File: config.mk
export PLATFORM = sky130hd
export DESIGN_NAME = twm_master
export DESIGN_NICKNAME = d
export VERILOG_FILES = /design/src/twm_pkg.sv /design/src/twm_master.sv
export VERILOG_INCLUDE_DIRS = /design/src
export SDC_FILE = /design/constraint.sdc
export NUM_CORES = 1
export LEC_CHECK = 0
export BUFFER_PORTS_ARGS = -buffer_cell sky130_fd_sc_hd__buf_4
export CORE_AREA = 10 10 119 121
export CTS_BUF_LIST = sky130_fd_sc_hd__clkbuf_2 sky130_fd_sc_hd__clkbuf_4 sky130_fd_sc_hd__clkbuf_8
export CTS_CLUSTER_SIZE = 25
export DETAILED_ROUTE_END_ITERATION = 8
export DIE_AREA = 0 0 129 131
export PLACE_DENSITY = 0.53
export SETUP_SLACK_MARGIN = 0.05
export SLEW_MARGIN = 20
export SYNTH_ARGS = -nofsm -noshare
export SYNTH_HDL_FRONTEND = slang
export SYNTH_SLANG_ARGS = --single-unit
File: constraint.sdc
create_clock -name I_CLK -period 2.6 [get_ports I_CLK]
set_input_delay 0.39 -clock I_CLK [delete_from_list [all_inputs] [get_ports I_CLK]]
set_output_delay 0.39 -clock I_CLK [all_outputs]
set_load 0.02 [all_outputs]
File: src/twm_defines.svh
// Purpose: constants for the two-wire master-transmitter block
// Assumes: included once per compile unit through its guard
// Notes: register indices are plain port addresses
`ifndef TWM_DEFINES_SVH
`define TWM_DEFINES_SVH
// ****************************************
// Register addresses
// ****************************************
`define TWM_ADDR_CTRL 2'h0
`define TWM_ADDR_STATE 2'h1
`define TWM_ADDR_BUF 2'h2
`define TWM_ADDR_BITRATE 2'h3
// ****************************************
// Control bit positions
// ****************************************
`define TWM_B_DONE 7
`define TWM_B_ACKEN 6
`define TWM_B_START 5
`define TWM_B_STOP 4
`define TWM_B_WCOL 3
`define TWM_B_EN 2
`define TWM_B_IRQEN 0
// ****************************************
// State codes
// ****************************************
`define TWM_ST_START 8'h08
`define TWM_ST_RSTART 8'h10
`define TWM_ST_AW_ACK 8'h18
`define TWM_ST_AW_NACK 8'h20
`define TWM_ST_D_ACK 8'h28
`define TWM_ST_D_NACK 8'h30
`define TWM_ST_ARB 8'h38
`define TWM_ST_AR_ACK 8'h40
`define TWM_ST_AR_NACK 8'h48
`define TWM_ST_SL_W 8'h68
`define TWM_ST_SL_G 8'h78
`define TWM_ST_SL_R 8'hB0
`define TWM_ST_IDLE 8'hF8
// ****************************************
// Reset values, timing and own slave address
// ****************************************
`define TWM_BITRATE_RST 8'h0C
`define TWM_OWN_ADDR 7'h2A
`endif

File: src/twm_pkg.sv
// Purpose: types for the two-wire master-transmitter block
// Assumes: nothing
// Notes: constants live in twm_defines.svh
package twm_pkg;
  // Bus sequencer states
  typedef enum logic [3:0]
  {
    TWM_IDLE,
    TWM_WAIT_FREE,
    TWM_START_A,
    TWM_START_B,
    TWM_BIT_LOW,
    TWM_BIT_HIGH,
    TWM_ACK_LOW,
    TWM_ACK_HIGH,
    TWM_HOLD,
    TWM_STOP_A,
    TWM_STOP_B,
    TWM_STOP_C
  } twm_state_t;
endpackage

File: src/twm_master.sv
// Purpose: two-wire master-transmitter with control, state and byte registers
// Assumes: single 100 MHz clock, bus pins sampled through two flip-flops
// Notes: master receive and slave modes only report hand-off state codes
// ****************************************
// What this block does
// - Works only when enabled; writing done clears it
// - START issued only when bus is free or already held by us
// - After START, set done, code 08
// - Address read bit selects receive, else send
// - State codes read with prescaler field zero
// - After address, done with 18, 20 or 38
// - Buffer write while done low: discard, collision
// - Repeated START reports 10, keeps bus
// - In 10, address sent; read bit switches mode
// - Address acked gives 18, else 20
// - Data acked gives 28, else 30
// - Clear sends byte, start restarts, stop stops
// - Start and stop: STOP then START, clear stop
// - Lost arbitration gives 38; release or restart
// - Addressed as slave after loss: 68 or B0
// - Transfer suspended while done is set
// ****************************************
`timescale 1ns/10ps
`include "twm_defines.svh"
module twm_master
  import twm_pkg::*;
(
  // Clock and reset
  input wire logic I_CLK,
  input wire logic I_RESET,
  // Register port
  input wire logic [1:0] I_ADDR,
  input wire logic [7:0] I_WDATA,
  input wire logic I_WR,
  input wire logic I_RD,
  output logic [7:0] O_RDATA,
  // Bus pins, open drain: enable high pulls low
  input wire logic I_SCL,
  input wire logic I_SDA,
  output logic O_SCL,
  output logic O_SCL_OE,
  output logic O_SDA,
  output logic O_SDA_OE,
  // Status
  output logic O_DONE
);
  // ****************************************
  // Pin synchronisers
  // ****************************************
  logic scl_m_q, scl_q, sda_m_q, sda_q, scl_p_q, sda_p_q;
  // Two stages before any logic looks at the pins
  always_ff @(posedge I_CLK)
  begin
    scl_m_q <= I_SCL;
    sda_m_q <= I_SDA;
    scl_q <= scl_m_q;
    sda_q <= sda_m_q;
    scl_p_q <= scl_q;
    sda_p_q <= sda_q;
  end

  // ****************************************
  // State declarations
  // ****************************************
  twm_state_t st_q, st_d;
  logic [7:0] ctrl_q, ctrl_d;      // Control bits
  logic [4:0] code_q, code_d;      // State code, upper five bits
  logic [7:0] buf_q, buf_d;        // Byte buffer, shifts out
  logic [7:0] rate_q, rate_d;      // Half-bit period in clocks, minus one
  logic [7:0] tmr_q, tmr_d;        // Half-bit timer
  logic [2:0] bit_q, bit_d;        // Bits left in byte, minus one
  logic addr_q, addr_d;            // Current byte is an address
  logic owner_q, owner_d;          // We hold the bus
  logic busy_q, busy_d;            // Bus held by any master, us included
  logic restart_q, restart_d;      // START follows the pending STOP
  logic sda_lo_q, sda_lo_d;        // Drive SDA low
  logic scl_lo_q, scl_lo_d;        // Drive SCL low
  logic [7:0] rdata_q, rdata_d;
  logic slv_hit_q, slv_hit_d;      // Own address seen after loss
  logic [7:0] shadow_q, shadow_d;  // Bits seen on the wire

  // Full state code byte; prescaler field always zero
  function automatic logic [7:0] code_byte(input logic [4:0] c);
    code_byte = {c, 3'h0};
  endfunction

  // Upper five bits of an eight-bit code
  function automatic logic [4:0] code_of(input logic [7:0] c);
    code_of = c[7:3];
  endfunction

  logic start_ev, stop_ev, tick;
  // Clock must be seen high on two samples, so a data edge next to a clock edge is no condition
  assign start_ev = scl_q && scl_p_q && sda_p_q && !sda_q;
  assign stop_ev = scl_q && scl_p_q && !sda_p_q && sda_q;
  assign tick = (tmr_q == 8'h00);

  // ****************************************
  // Next-state logic
  // ****************************************
  always_comb
  begin
    st_d = st_q;
    ctrl_d = ctrl_q;
    code_d = code_q;
    buf_d = buf_q;
    rate_d = rate_q;
    tmr_d = tick ? rate_q : tmr_q - 8'h01;
    bit_d = bit_q;
    addr_d = addr_q;
    owner_d = owner_q;
    restart_d = restart_q;
    sda_lo_d = sda_lo_q;
    scl_lo_d = scl_lo_q;
    slv_hit_d = slv_hit_q;
    shadow_d = shadow_q;
    rdata_d = 8'h00;
    // Bus busy tracking from observed conditions
    busy_d = start_ev ? 1'b1 : (stop_ev ? 1'b0 : busy_q);
    // Register reads
    if (I_RD)
    begin
      if (I_ADDR == `TWM_ADDR_CTRL)
        rdata_d = ctrl_q;
      else if (I_ADDR == `TWM_ADDR_STATE)
        rdata_d = code_byte(code_q);
      else if (I_ADDR == `TWM_ADDR_BUF)
        rdata_d = buf_q;
      else
        rdata_d = rate_q;
    end
    // Register writes
    if (I_WR)
    begin
      if (I_ADDR == `TWM_ADDR_CTRL)
      begin
        ctrl_d[`TWM_B_ACKEN] = I_WDATA[`TWM_B_ACKEN];
        ctrl_d[`TWM_B_START] = I_WDATA[`TWM_B_START];
        ctrl_d[`TWM_B_STOP] = I_WDATA[`TWM_B_STOP];
        ctrl_d[`TWM_B_EN] = I_WDATA[`TWM_B_EN];
        ctrl_d[`TWM_B_IRQEN] = I_WDATA[`TWM_B_IRQEN];
        if (I_WDATA[`TWM_B_DONE])
          ctrl_d[`TWM_B_DONE] = 1'b0;
      end
      else if (I_ADDR == `TWM_ADDR_BUF)
      begin
        if (ctrl_q[`TWM_B_DONE])
        begin
          buf_d = I_WDATA;
          ctrl_d[`TWM_B_WCOL] = 1'b0;
        end
        else
          ctrl_d[`TWM_B_WCOL] = 1'b1;
      end
      else if (I_ADDR == `TWM_ADDR_BITRATE)
        rate_d = I_WDATA;
    end
    // Sequencer
    if (!ctrl_d[`TWM_B_EN])
    begin
      // Disabled: release everything
      st_d = TWM_IDLE;
      owner_d = 1'b0;
      sda_lo_d = 1'b0;
      scl_lo_d = 1'b0;
      code_d = code_of(`TWM_ST_IDLE);
    end
    else
    begin
      case (st_q)
        TWM_IDLE:
        begin
          // Done clear with start set: wait for a free bus
          if (!ctrl_q[`TWM_B_DONE] && ctrl_q[`TWM_B_START])
            st_d = TWM_WAIT_FREE;
        end
        TWM_WAIT_FREE:
        begin
          // Our own START marks the bus busy, so a restart while we own it may go ahead
          if ((!busy_q || owner_q) && scl_q && sda_q && tick)
          begin
            sda_lo_d = 1'b1;
            st_d = TWM_START_A;
          end
        end
        TWM_START_A:
        begin
          if (tick)
          begin
            scl_lo_d = 1'b1;
            st_d = TWM_START_B;
          end
        end
        TWM_START_B:
        begin
          // START done; report and hold clock low
          owner_d = 1'b1;
          code_d = owner_q ? code_of(`TWM_ST_RSTART) : code_of(`TWM_ST_START);
          ctrl_d[`TWM_B_DONE] = 1'b1;
          addr_d = 1'b1;
          st_d = TWM_HOLD;
        end
        TWM_HOLD:
        begin
          // Suspended until software clears done
          if (!ctrl_q[`TWM_B_DONE] && tick)
          begin
            if (ctrl_q[`TWM_B_STOP])
            begin
              restart_d = ctrl_q[`TWM_B_START];
              sda_lo_d = 1'b1;
              st_d = TWM_STOP_A;
            end
            else if (ctrl_q[`TWM_B_START])
            begin
              // Repeated START: raise SDA, then SCL
              sda_lo_d = 1'b0;
              st_d = TWM_STOP_C;
              restart_d = 1'b1;
            end
            else if (!owner_q)
            begin
              // After arbitration loss: release, unaddressed
              scl_lo_d = 1'b0;
              sda_lo_d = 1'b0;
              code_d = code_of(`TWM_ST_IDLE);
              st_d = TWM_IDLE;
            end
            else
            begin
              // Send the buffer
              sda_lo_d = !buf_q[7];
              bit_d = 3'h7;
              st_d = TWM_BIT_LOW;
            end
          end
        end
        TWM_BIT_LOW:
        begin
          // Data moves a clock after SCL falls, never with it: keeps hold time on the wire
          if (owner_q)
            sda_lo_d = !buf_q[7];
          if (tick)
          begin
            scl_lo_d = 1'b0;
            st_d = TWM_BIT_HIGH;
          end
        end
        TWM_BIT_HIGH:
        begin
          // Clock stretch: wait until SCL is seen high
          if (tick && scl_q)
          begin
            shadow_d = {shadow_q[6:0], sda_q};
            if (buf_q[7] && !sda_q)
            begin
              // Arbitration lost: stop driving
              owner_d = 1'b0;
              sda_lo_d = 1'b0;
              slv_hit_d = addr_q && (bit_q == 3'h1) &&
                          ({shadow_q[5:0], sda_q} == `TWM_OWN_ADDR);
            end
            scl_lo_d = 1'b1;
            buf_d = {buf_q[6:0], 1'b0};
            if (bit_q == 3'h0)
            begin
              // Data released in the low phase that follows
              st_d = TWM_ACK_LOW;
            end
            else
            begin
              // Next bit goes out in the low phase that follows
              bit_d = bit_q - 3'h1;
              st_d = TWM_BIT_LOW;
            end
          end
        end
        TWM_ACK_LOW:
        begin
          // Let go of data a clock after SCL falls, so the slave can answer
          sda_lo_d = 1'b0;
          if (tick)
          begin
            scl_lo_d = 1'b0;
            st_d = TWM_ACK_HIGH;
          end
        end
        TWM_ACK_HIGH:
        begin
          if (tick && scl_q)
          begin
            scl_lo_d = 1'b1;
            ctrl_d[`TWM_B_DONE] = 1'b1;
            st_d = TWM_HOLD;
            if (!owner_q)
            begin
              // Lost: slave hand-off or 38
              if (slv_hit_q)
              begin
                code_d = shadow_q[0] ? code_of(`TWM_ST_SL_R) : code_of(`TWM_ST_SL_W);
                scl_lo_d = 1'b0;
              end
              else
                code_d = code_of(`TWM_ST_ARB);
            end
            else if (addr_q && shadow_q[0])
              // Read address: hand off to receive mode
              code_d = sda_q ? code_of(`TWM_ST_AR_NACK) : code_of(`TWM_ST_AR_ACK);
            else if (addr_q)
              code_d = sda_q ? code_of(`TWM_ST_AW_NACK) : code_of(`TWM_ST_AW_ACK);
            else
              code_d = sda_q ? code_of(`TWM_ST_D_NACK) : code_of(`TWM_ST_D_ACK);
            addr_d = 1'b0;
          end
        end
        TWM_STOP_A:
        begin
          if (tick)
          begin
            scl_lo_d = 1'b0;
            st_d = TWM_STOP_B;
          end
        end
        TWM_STOP_B:
        begin
          if (tick && scl_q)
          begin
            sda_lo_d = 1'b0;
            owner_d = 1'b0;
            ctrl_d[`TWM_B_STOP] = 1'b0;
            code_d = code_of(`TWM_ST_IDLE);
            st_d = restart_q ? TWM_WAIT_FREE : TWM_IDLE;
            restart_d = 1'b0;
          end
        end
        TWM_STOP_C:
        begin
          // SDA high, release SCL, then START again
          if (tick)
          begin
            scl_lo_d = 1'b0;
            restart_d = 1'b0;
            st_d = TWM_WAIT_FREE;
          end
        end
        default:
          st_d = TWM_IDLE;
      endcase
    end
  end

  // ****************************************
  // Registers
  // ****************************************
  always_ff @(posedge I_CLK)
  begin
    if (I_RESET)
    begin
      st_q <= TWM_IDLE;
      ctrl_q <= 8'h00;
      code_q <= code_of(`TWM_ST_IDLE);
      buf_q <= 8'hFF;
      rate_q <= `TWM_BITRATE_RST;
      tmr_q <= 8'h00;
      bit_q <= 3'h0;
      addr_q <= 1'b0;
      owner_q <= 1'b0;
      busy_q <= 1'b0;
      restart_q <= 1'b0;
      sda_lo_q <= 1'b0;
      scl_lo_q <= 1'b0;
      rdata_q <= 8'h00;
      slv_hit_q <= 1'b0;
      shadow_q <= 8'h00;
    end
    else
    begin
      st_q <= st_d;
      ctrl_q <= ctrl_d;
      code_q <= code_d;
      buf_q <= buf_d;
      rate_q <= rate_d;
      tmr_q <= tmr_d;
      bit_q <= bit_d;
      addr_q <= addr_d;
      owner_q <= owner_d;
      busy_q <= busy_d;
      restart_q <= restart_d;
      sda_lo_q <= sda_lo_d;
      scl_lo_q <= scl_lo_d;
      rdata_q <= rdata_d;
      slv_hit_q <= slv_hit_d;
      shadow_q <= shadow_d;
    end
  end

  // Outputs straight from flip-flops; pin data outputs tied low
  assign O_RDATA = rdata_q;
  assign O_SCL = 1'b0;
  assign O_SDA = 1'b0;
  assign O_SCL_OE = scl_lo_q;
  assign O_SDA_OE = sda_lo_q;
  assign O_DONE = ctrl_q[`TWM_B_DONE];
endmodule

==> impl_metrics.toml, run 1 <==
[clocking]
cts.sinks = 70
postCtsSetupRepairBufs = 0
cts_tree = "yes"
cts_max_path_buffers = 2
htree_levels = 3
cts_hold_buf = 0
clkTransAtPathRegs_ps = 80
cts_buffers = 9
clock_latency_ps = 360
clock-root-buffer = "clkbuf_8"

[global_route]
grt_pass1_vias = 3061
grt_antenna_before_repair = 0
overflow = 0
grt_max_degree = 45
grt_pass1_wl_um = 16200
grt_usage = 0.122

[power]
power.total_mw = 2.64
peakVddDrop_v = 0.000271
p_leak_nw = 1.51
power_density_mw_per_mm2 = 648

[synthesis]
synth.avg_cell_area_um2 = 8.50
yosys_register_bits = 70
synth_cell_type_count = 63
ys.warnings.count = 0
seq_area_frac_synth = 0.401
ys_dominant_reg_cell = "dfxtp_1"
yosysTopAreaCell = "dfxtp_1"
netlist_area_mm2 = 0.00349
synth.area.top_cells = "dfxtp_1 (40%), nand2_1 (5.5%), a21oi_1 (4.4%)"
async_flop_share = 0
synth_cells = 411
synth_edf_count = 0
synth_top_area_frac = 0.401

[setup_path]
cpPeakStageDelay_ps = 480
cp_max_fo = 8
end_kind = "register"
path_cells = "nor4_2, nand3_1, a21oi_1, nor2_1, o21ai_1, o32a_1"
critPathBufInv = 0
arrival_ps = 2610
crit_required_ps = 2910
reg2regPathDepth = 6
crit_type = "register to register"
cp_num_cells = 6
r2r_setup_slack_ps = 300
cp_top_family = "simple AND/OR/NAND/NOR gates"
worstReg2RegEnd = "code_q[3]"
cp_slowest_cell = "nor4_2"
r2r-start = "tmr_q[4]"
start_kind = "register"

[timing]
rsz0062_at_grt = "false"
setup_viol = 0
period_share = 0.886
postLayoutSetupSlackWorst_ps = 296
tns_ps = 0
period_minus_slack_ps = 2300
drv_slew = 0
clock_skew_ps = 9.20
worst_pin_slew_ps = 717
slew_headroom = 0.519
max_clock_freq_ghz = 0.434
hold_viol_final = 0

[placement]
hpwl_um = 7200
dp_worst_setup_slack_ps = 164
routabilityCongestion = 0.924
placed_cells = 571
numPortBuffers = 26

[cells_and_area]
layoutNonFillerInstCount = 587
drive_gt1_frac = 0.173
final_nets = 456
syn2layout_area_growth_pct = 16.4
diodes = 0

[hold_path]
hold_path_depth = 1
holdPathEnd = "scl_m_q"
hold_path_class = "input pin to register"
worstHoldStart = "I_SCL"

[drt]
drc = 0
vias_per_cell = 5.29
ant_nets = 0
num_vias = 3107
wl_per_cell_um = 16.9
routed_wl_um = 9910
dr.pass1.iters = 5
drtIter0Drc = 211

[floorplan]
die_h_um = 131
coreArea_mm2 = 0.0118
die_w_um = 129
initial_core_util = 0.296
io_pins = 29
rows = 40
dieArea_mm2 = 0.0169

[status]
status = "completed"

[job]
cap_violations = 0
## cell families (layout without fill, tap and decap cells)
| logic type | after synthesis | after routing | synth area share |
|---|---|---|---|
| muxes | 23 | 23 | 0.0849 |
| other | 1 | 2 | 0.00107 |
| xor gates and xnor gates | 2 | 2 | 0.00501 |
| and+or+nand+nor | 162 | 162 | 0.237 |
| AOI/OAI and AO/OA | 110 | 110 | 0.209 |
| buffers and inverters | 38 | 66 | 0.0444 |
| DFF | 70 | 70 | 0.401 |
| adders and majority gates | 5 | 5 | 0.0179 |
## repair_timing
action / CTS / global route
endpoints found under the hold margin: 0 / 0
setup endpoints to repair: 0 / 2
resized for setup: 0 / 1
## through the flow
step | cell area (um2) | hold slack, ps | util
2_1_floorplan | 3500 | 310 | -
3_3_place_gp | 3860 | 314 | 0.327
3_5_place_dp | 3860 | 316 | 0.327
4_1_cts | 4060 | 115 | 0.344
5_1_grt | 4070 | 115 | 0.344
6_report | 4070 | 131 | 0.344
## power breakdown
group | switching (mW) | internal [mW] | total (mW)
Sequential | 0.0666 | 1.14 | 1.21
Clock | 0.474 | 0.456 | 0.931
Combinational | 0.285 | 0.214 | 0.499
## worst max path at each step
| stage | from | end | slack (ps) |
|---|---|---|---|
| 2_1_floorplan | tmr_q[0] | code_q[2] | 560 |
| 3_3_place_gp | st_q[0] | bit_q[0] | 200 |
| 3_5_place_dp | st_q[0] | bit_q[1] | 160 |
| 4_1_cts | st_q[0] | bit_q[1] | 140 |
| 5_1_grt | tmr_q[0] | code_q[3] | 50 |
| 6_report | tmr_q[4] | code_q[3] | 300 |
## cells in the final DEF (no fill, tap or decap), types with 3 or more instances in the layout
cell type / Yosys / routed
a211oi_1: 9 / 9
a21boi_0: 3 / 3
a21oi_1: 31 / 31
a22oi_1: 4 / 4
and3_1: 4 / 4
buf_4: 3 / 38
clkbuf_8: 0 / 9
dfxtp_1: 70 / 70
ha_1: 5 / 5
inv_1: 11 / 11
inv_6: 0 / 4
mux2_2: 3 / 3
mux2i_1: 15 / 15
mux4_2: 5 / 5
nand2_1: 51 / 51
nand2b_1: 17 / 17
nand3_1: 12 / 12
nand4_1: 3 / 3
nor2_1: 38 / 38
nor2b_1: 11 / 11
nor3_1: 8 / 8
o211ai_1: 3 / 3
o21a_1: 3 / 3
o21ai_0: 23 / 23
o22a_1: 3 / 3
o22ai_1: 3 / 3
o31ai_1: 6 / 6
## metal layers
| metal | vias to the layer above | track usage | share of wire |
|---|---|---|---|
| met5 | - | 0 | 0 |
| met3 | 16 | 0.0270 | 0.062 |
| met4 | 0 | 0.0522 | 0.017 |
| met2 | 113 | 0.195 | 0.46 |
| li1 | 1522 | - | - |
| met1 | 1456 | 0.155 | 0.46 |
## synthesized netlist by cell type (2+ instances only)
cell / n
nor2b_1: 11
o31ai_1: 6
nand2_1: 51
and3_1: 4
o21a_1: 3
o21ai_0: 23
a211oi_1: 9
mux2_2: 3
o22ai_1: 3
a21boi_0: 3
nand3b_1: 2
nor3b_1: 2
a22oi_1: 4
buf_4: 3
nand4_1: 3
dfxtp_1: 70
o211ai_1: 3
o221a_2: 2
o22a_1: 3
clkbuf_1: 20
xnor2_1: 2
nor2_1: 38
nand2b_1: 17
inv_1: 11
a21oi_1: 31
nand3_1: 12
a311oi_1: 2
nand4b_1: 2
mux4_2: 5
o32a_1: 2
a31oi_1: 2
mux2i_1: 15
buf_1: 2
nor3_1: 8
a221oi_2: 2
ha_1: 5
## final cells by class
cell class / instances / area (um2)
repair buffers: 38 / 285
clock inverters: 7 / 78.8
inverters: 12 / 45.0
fillers: 1243 / 7740
well taps: 147 / 184
flip-flops and latches: 70 / 1400
multi-input cells: 304 / 1950
clock buffers: 9 / 124
## flip-flops by register name, indices dropped and copies added, names as in the netlist, 3 cells and up
| register | count |
|---|---|
| tmr_q | 8 |
| ctrl_q | 7 |
| code_q | 5 |
| shadow_q | 6 |
| O_RDATA | 8 |
| buf_q | 8 |
| rate_q | 8 |
| bit_q | 3 |
| st_q | 4 |
No activity file was read; power rests on OpenSTA's default activity.
==> inputs of run 2 (changes only) <==
--- a/config.mk
+++ b/config.mk
@@ -7,12 +7,14 @@
 export NUM_CORES = 1
 export LEC_CHECK = 0
 export BUFFER_PORTS_ARGS = -buffer_cell sky130_fd_sc_hd__buf_4
+export CELL_PAD_IN_SITES_DETAIL_PLACEMENT = 0
+export CELL_PAD_IN_SITES_GLOBAL_PLACEMENT = 1
 export CORE_AREA = 10 10 119 121
 export CTS_BUF_LIST = sky130_fd_sc_hd__clkbuf_2 sky130_fd_sc_hd__clkbuf_4 sky130_fd_sc_hd__clkbuf_8
 export CTS_CLUSTER_SIZE = 25
 export DETAILED_ROUTE_END_ITERATION = 8
 export DIE_AREA = 0 0 129 131
-export PLACE_DENSITY = 0.53
+export PLACE_DENSITY = 0.64
 export SETUP_SLACK_MARGIN = 0.05
 export SLEW_MARGIN = 20
 export SYNTH_ARGS = -nofsm -noshare
==> run 2 against run 1 <==
Net effect: critical endpoint is now st_q[0]; wire length grew 1.1%; die area is the same; worst hold slack lost 4.6 ps; first-iteration DRC count shrank 5.7%; critical path depth grew 1; clock skew grew 4.4 ps; count of clock-buffer cells in the layout grew 1; sequential cell count is the same; highest routed layer unchanged.
==> impl_metrics.toml, run 2 (synthesis gave the netlist of run 1 again) <==
[setup_path]
r2r-start = "st_q[0]"
crit_top_cell = "a211oi_1"
worstReg2RegEnd = "st_q[0]"
cp_slowest_cell = "dfxtp_1"
crit_required_ps = 2890
arrival_ps = 2510
start_kind = "register"
path_cells = "buf_4, nand2b_1, a2111oi_0, o22ai_1, nand3_1, a211oi_1, a211oi_1"
reg2regPathDepth = 7
crit_type = "register to register"
r2r_setup_slack_ps = 370
end_kind = "register"
cpPeakStageDelay_ps = 670
cp_max_fo = 14

[power]
power_density_mw_per_mm2 = 643
swShare = 0.302
p_leak_nw = 1.52
peakVddDrop_v = 0.000458
netSwitchingPower_uw = 794
power.share.clock = 0.346
p_int_mw = 1.84
p_comb_frac = 0.196
pwr-share-seq = 0.459

[cells_and_area]
syn2layout_area_growth_pct = 17.0
drive_gt1_frac = 0.178
mostFrequentLayoutCells = "dfxtp_1 (70), nand2_1 (51), buf_4 (41), nor2_1 (38), a21oi_1 (31)"
diodes = 0
layout_commonest_cell = "dfxtp_1"
utilization = 0.346
stdcell_area_mm2 = 0.00409
final_nets = 459

[timing]
clock_skew_ps = 13.6
worst_pin_slew_ps = 592
period_share = 0.856
rsz0062_at_grt = "false"
hold_viol_final = 0
period_minus_slack_ps = 2230
holdWs_ps = 127
drv_slew = 0
setup_viol = 0
tns_ps = 0
max_clock_freq_ghz = 0.449
slew_headroom = 0.594

[floorplan]
coreArea_mm2 = 0.0118
die_h_um = 131
io_pins = 29
die_w_um = 129
dieArea_mm2 = 0.0169
initial_core_util = 0.296
rows = 40

[clocking]
clock_latency_ps = 370
cts_tree = "yes"
cts_max_path_buffers = 2
cts_buffers = 9
cts.sinks = 70
htree_levels = 3
clkTransAtPathRegs_ps = 80
clock-root-buffer = "clkbuf_8"

[drt]
drc = 0
routed_wl_um = 10000
drtIter0Drc = 199
ant_nets = 0
dr.pass1.iters = 4
vias_per_cell = 5.29
wl_per_cell_um = 17.0
num_vias = 3123

[placement]
routabilityCongestion = 0.885
numPortBuffers = 26
hpwl_um = 7290
placed_area_mm2 = 0.00388

[hold_path]
worstHoldStart = "I_SDA"
holdPathEnd = "sda_m_q"
hold_path_class = "input pin to register"
hold_path_depth = 1

[global_route]
grt_usage = 0.123
grt_pass1_vias = 3027
grt_pass1_wl_um = 16200
grt_antenna_before_repair = 0
grt_max_degree = 44
overflow = 0

[job]
cap_violations = 0

[status]
status = "completed"
## run 2: cell count changes in the layout (fill, tap and decap cells not counted)
cell | before | now
buf_4 | 38 | 41
inv_6 | 4 | 2
clkbuf_4 | 0 | 1
clkinv_4 | 1 | 2
## run 2: critical path: cells and delay by family (launching register included)
| family | cells | cell delay (ps) |
|---|---|---|
| AO/OA/AOI/OAI | 4 | 920 |
| buffers and inverters | 1 | 260 |
| flip-flops | 1 | 670 |
| AND/OR/NAND/NOR | 2 | 280 |
## run 2: area by class of cell
cell class / instances / area [um2]
timing repair buffer: 41 / 308
clock buffer: 10 / 131
multi-input combinational: 304 / 1950
clock inverter: 6 / 70.1
inverter: 12 / 45.0
fill: 1257 / 7720
tap: 147 / 184
sequential: 70 / 1400
## run 2: per-stage QoR
stage | worst slack, ps | total power, mW | cells
2_1_floorplan | 561 | 1.57 | 412
3_3_place_gp | 325 | 1.74 | 574
3_5_place_dp | 329 | 1.75 | 574
4_1_cts | 293 | 2.67 | 590
5_1_grt | 136 | 2.78 | 590
6_report | 374 | 2.63 | 590
## run 2: worst max-delay path by stage
| stage | endpoint | from | slack [ps] |
|---|---|---|---|
| 6_report | st_q[0] | st_q[0] | 370 |
| 3_5_place_dp | bit_q[0] | st_q[0] | 330 |
| 2_1_floorplan | code_q[2] | tmr_q[0] | 560 |
| 5_1_grt | bit_q[0] | st_q[0] | 140 |
| 4_1_cts | bit_q[0] | st_q[0] | 290 |
| 3_3_place_gp | bit_q[1] | st_q[1] | 320 |
## run 2: layer usage
layer | GRT usage | vias up | wire length, um
met4 | 0.0609 | 0 | 274
li1 | - | 1526 | -
met3 | 0.0367 | 17 | 663
met5 | 0 | - | 0
met2 | 0.189 | 109 | 4520
met1 | 0.154 | 1471 | 4560
## run 2: power by group through the flow
stage | Clock [mW] | Combinational [mW] | Sequential, mW
after floorplan | 0 | 0.348 | 1.22
after global placement | 0 | 0.515 | 1.23
after detailed placement | 0 | 0.519 | 1.23
after CTS | 0.946 | 0.520 | 1.21
after global routing | 0.987 | 0.579 | 1.22
final | 0.908 | 0.514 | 1.21
## run 2: what timing repair did
item / CTS / global route
hold buffers: 0 / 0
endpoints found under the setup margin: 0 / 1
resized for setup: 0 / 1
setup buffers: 0 / 0
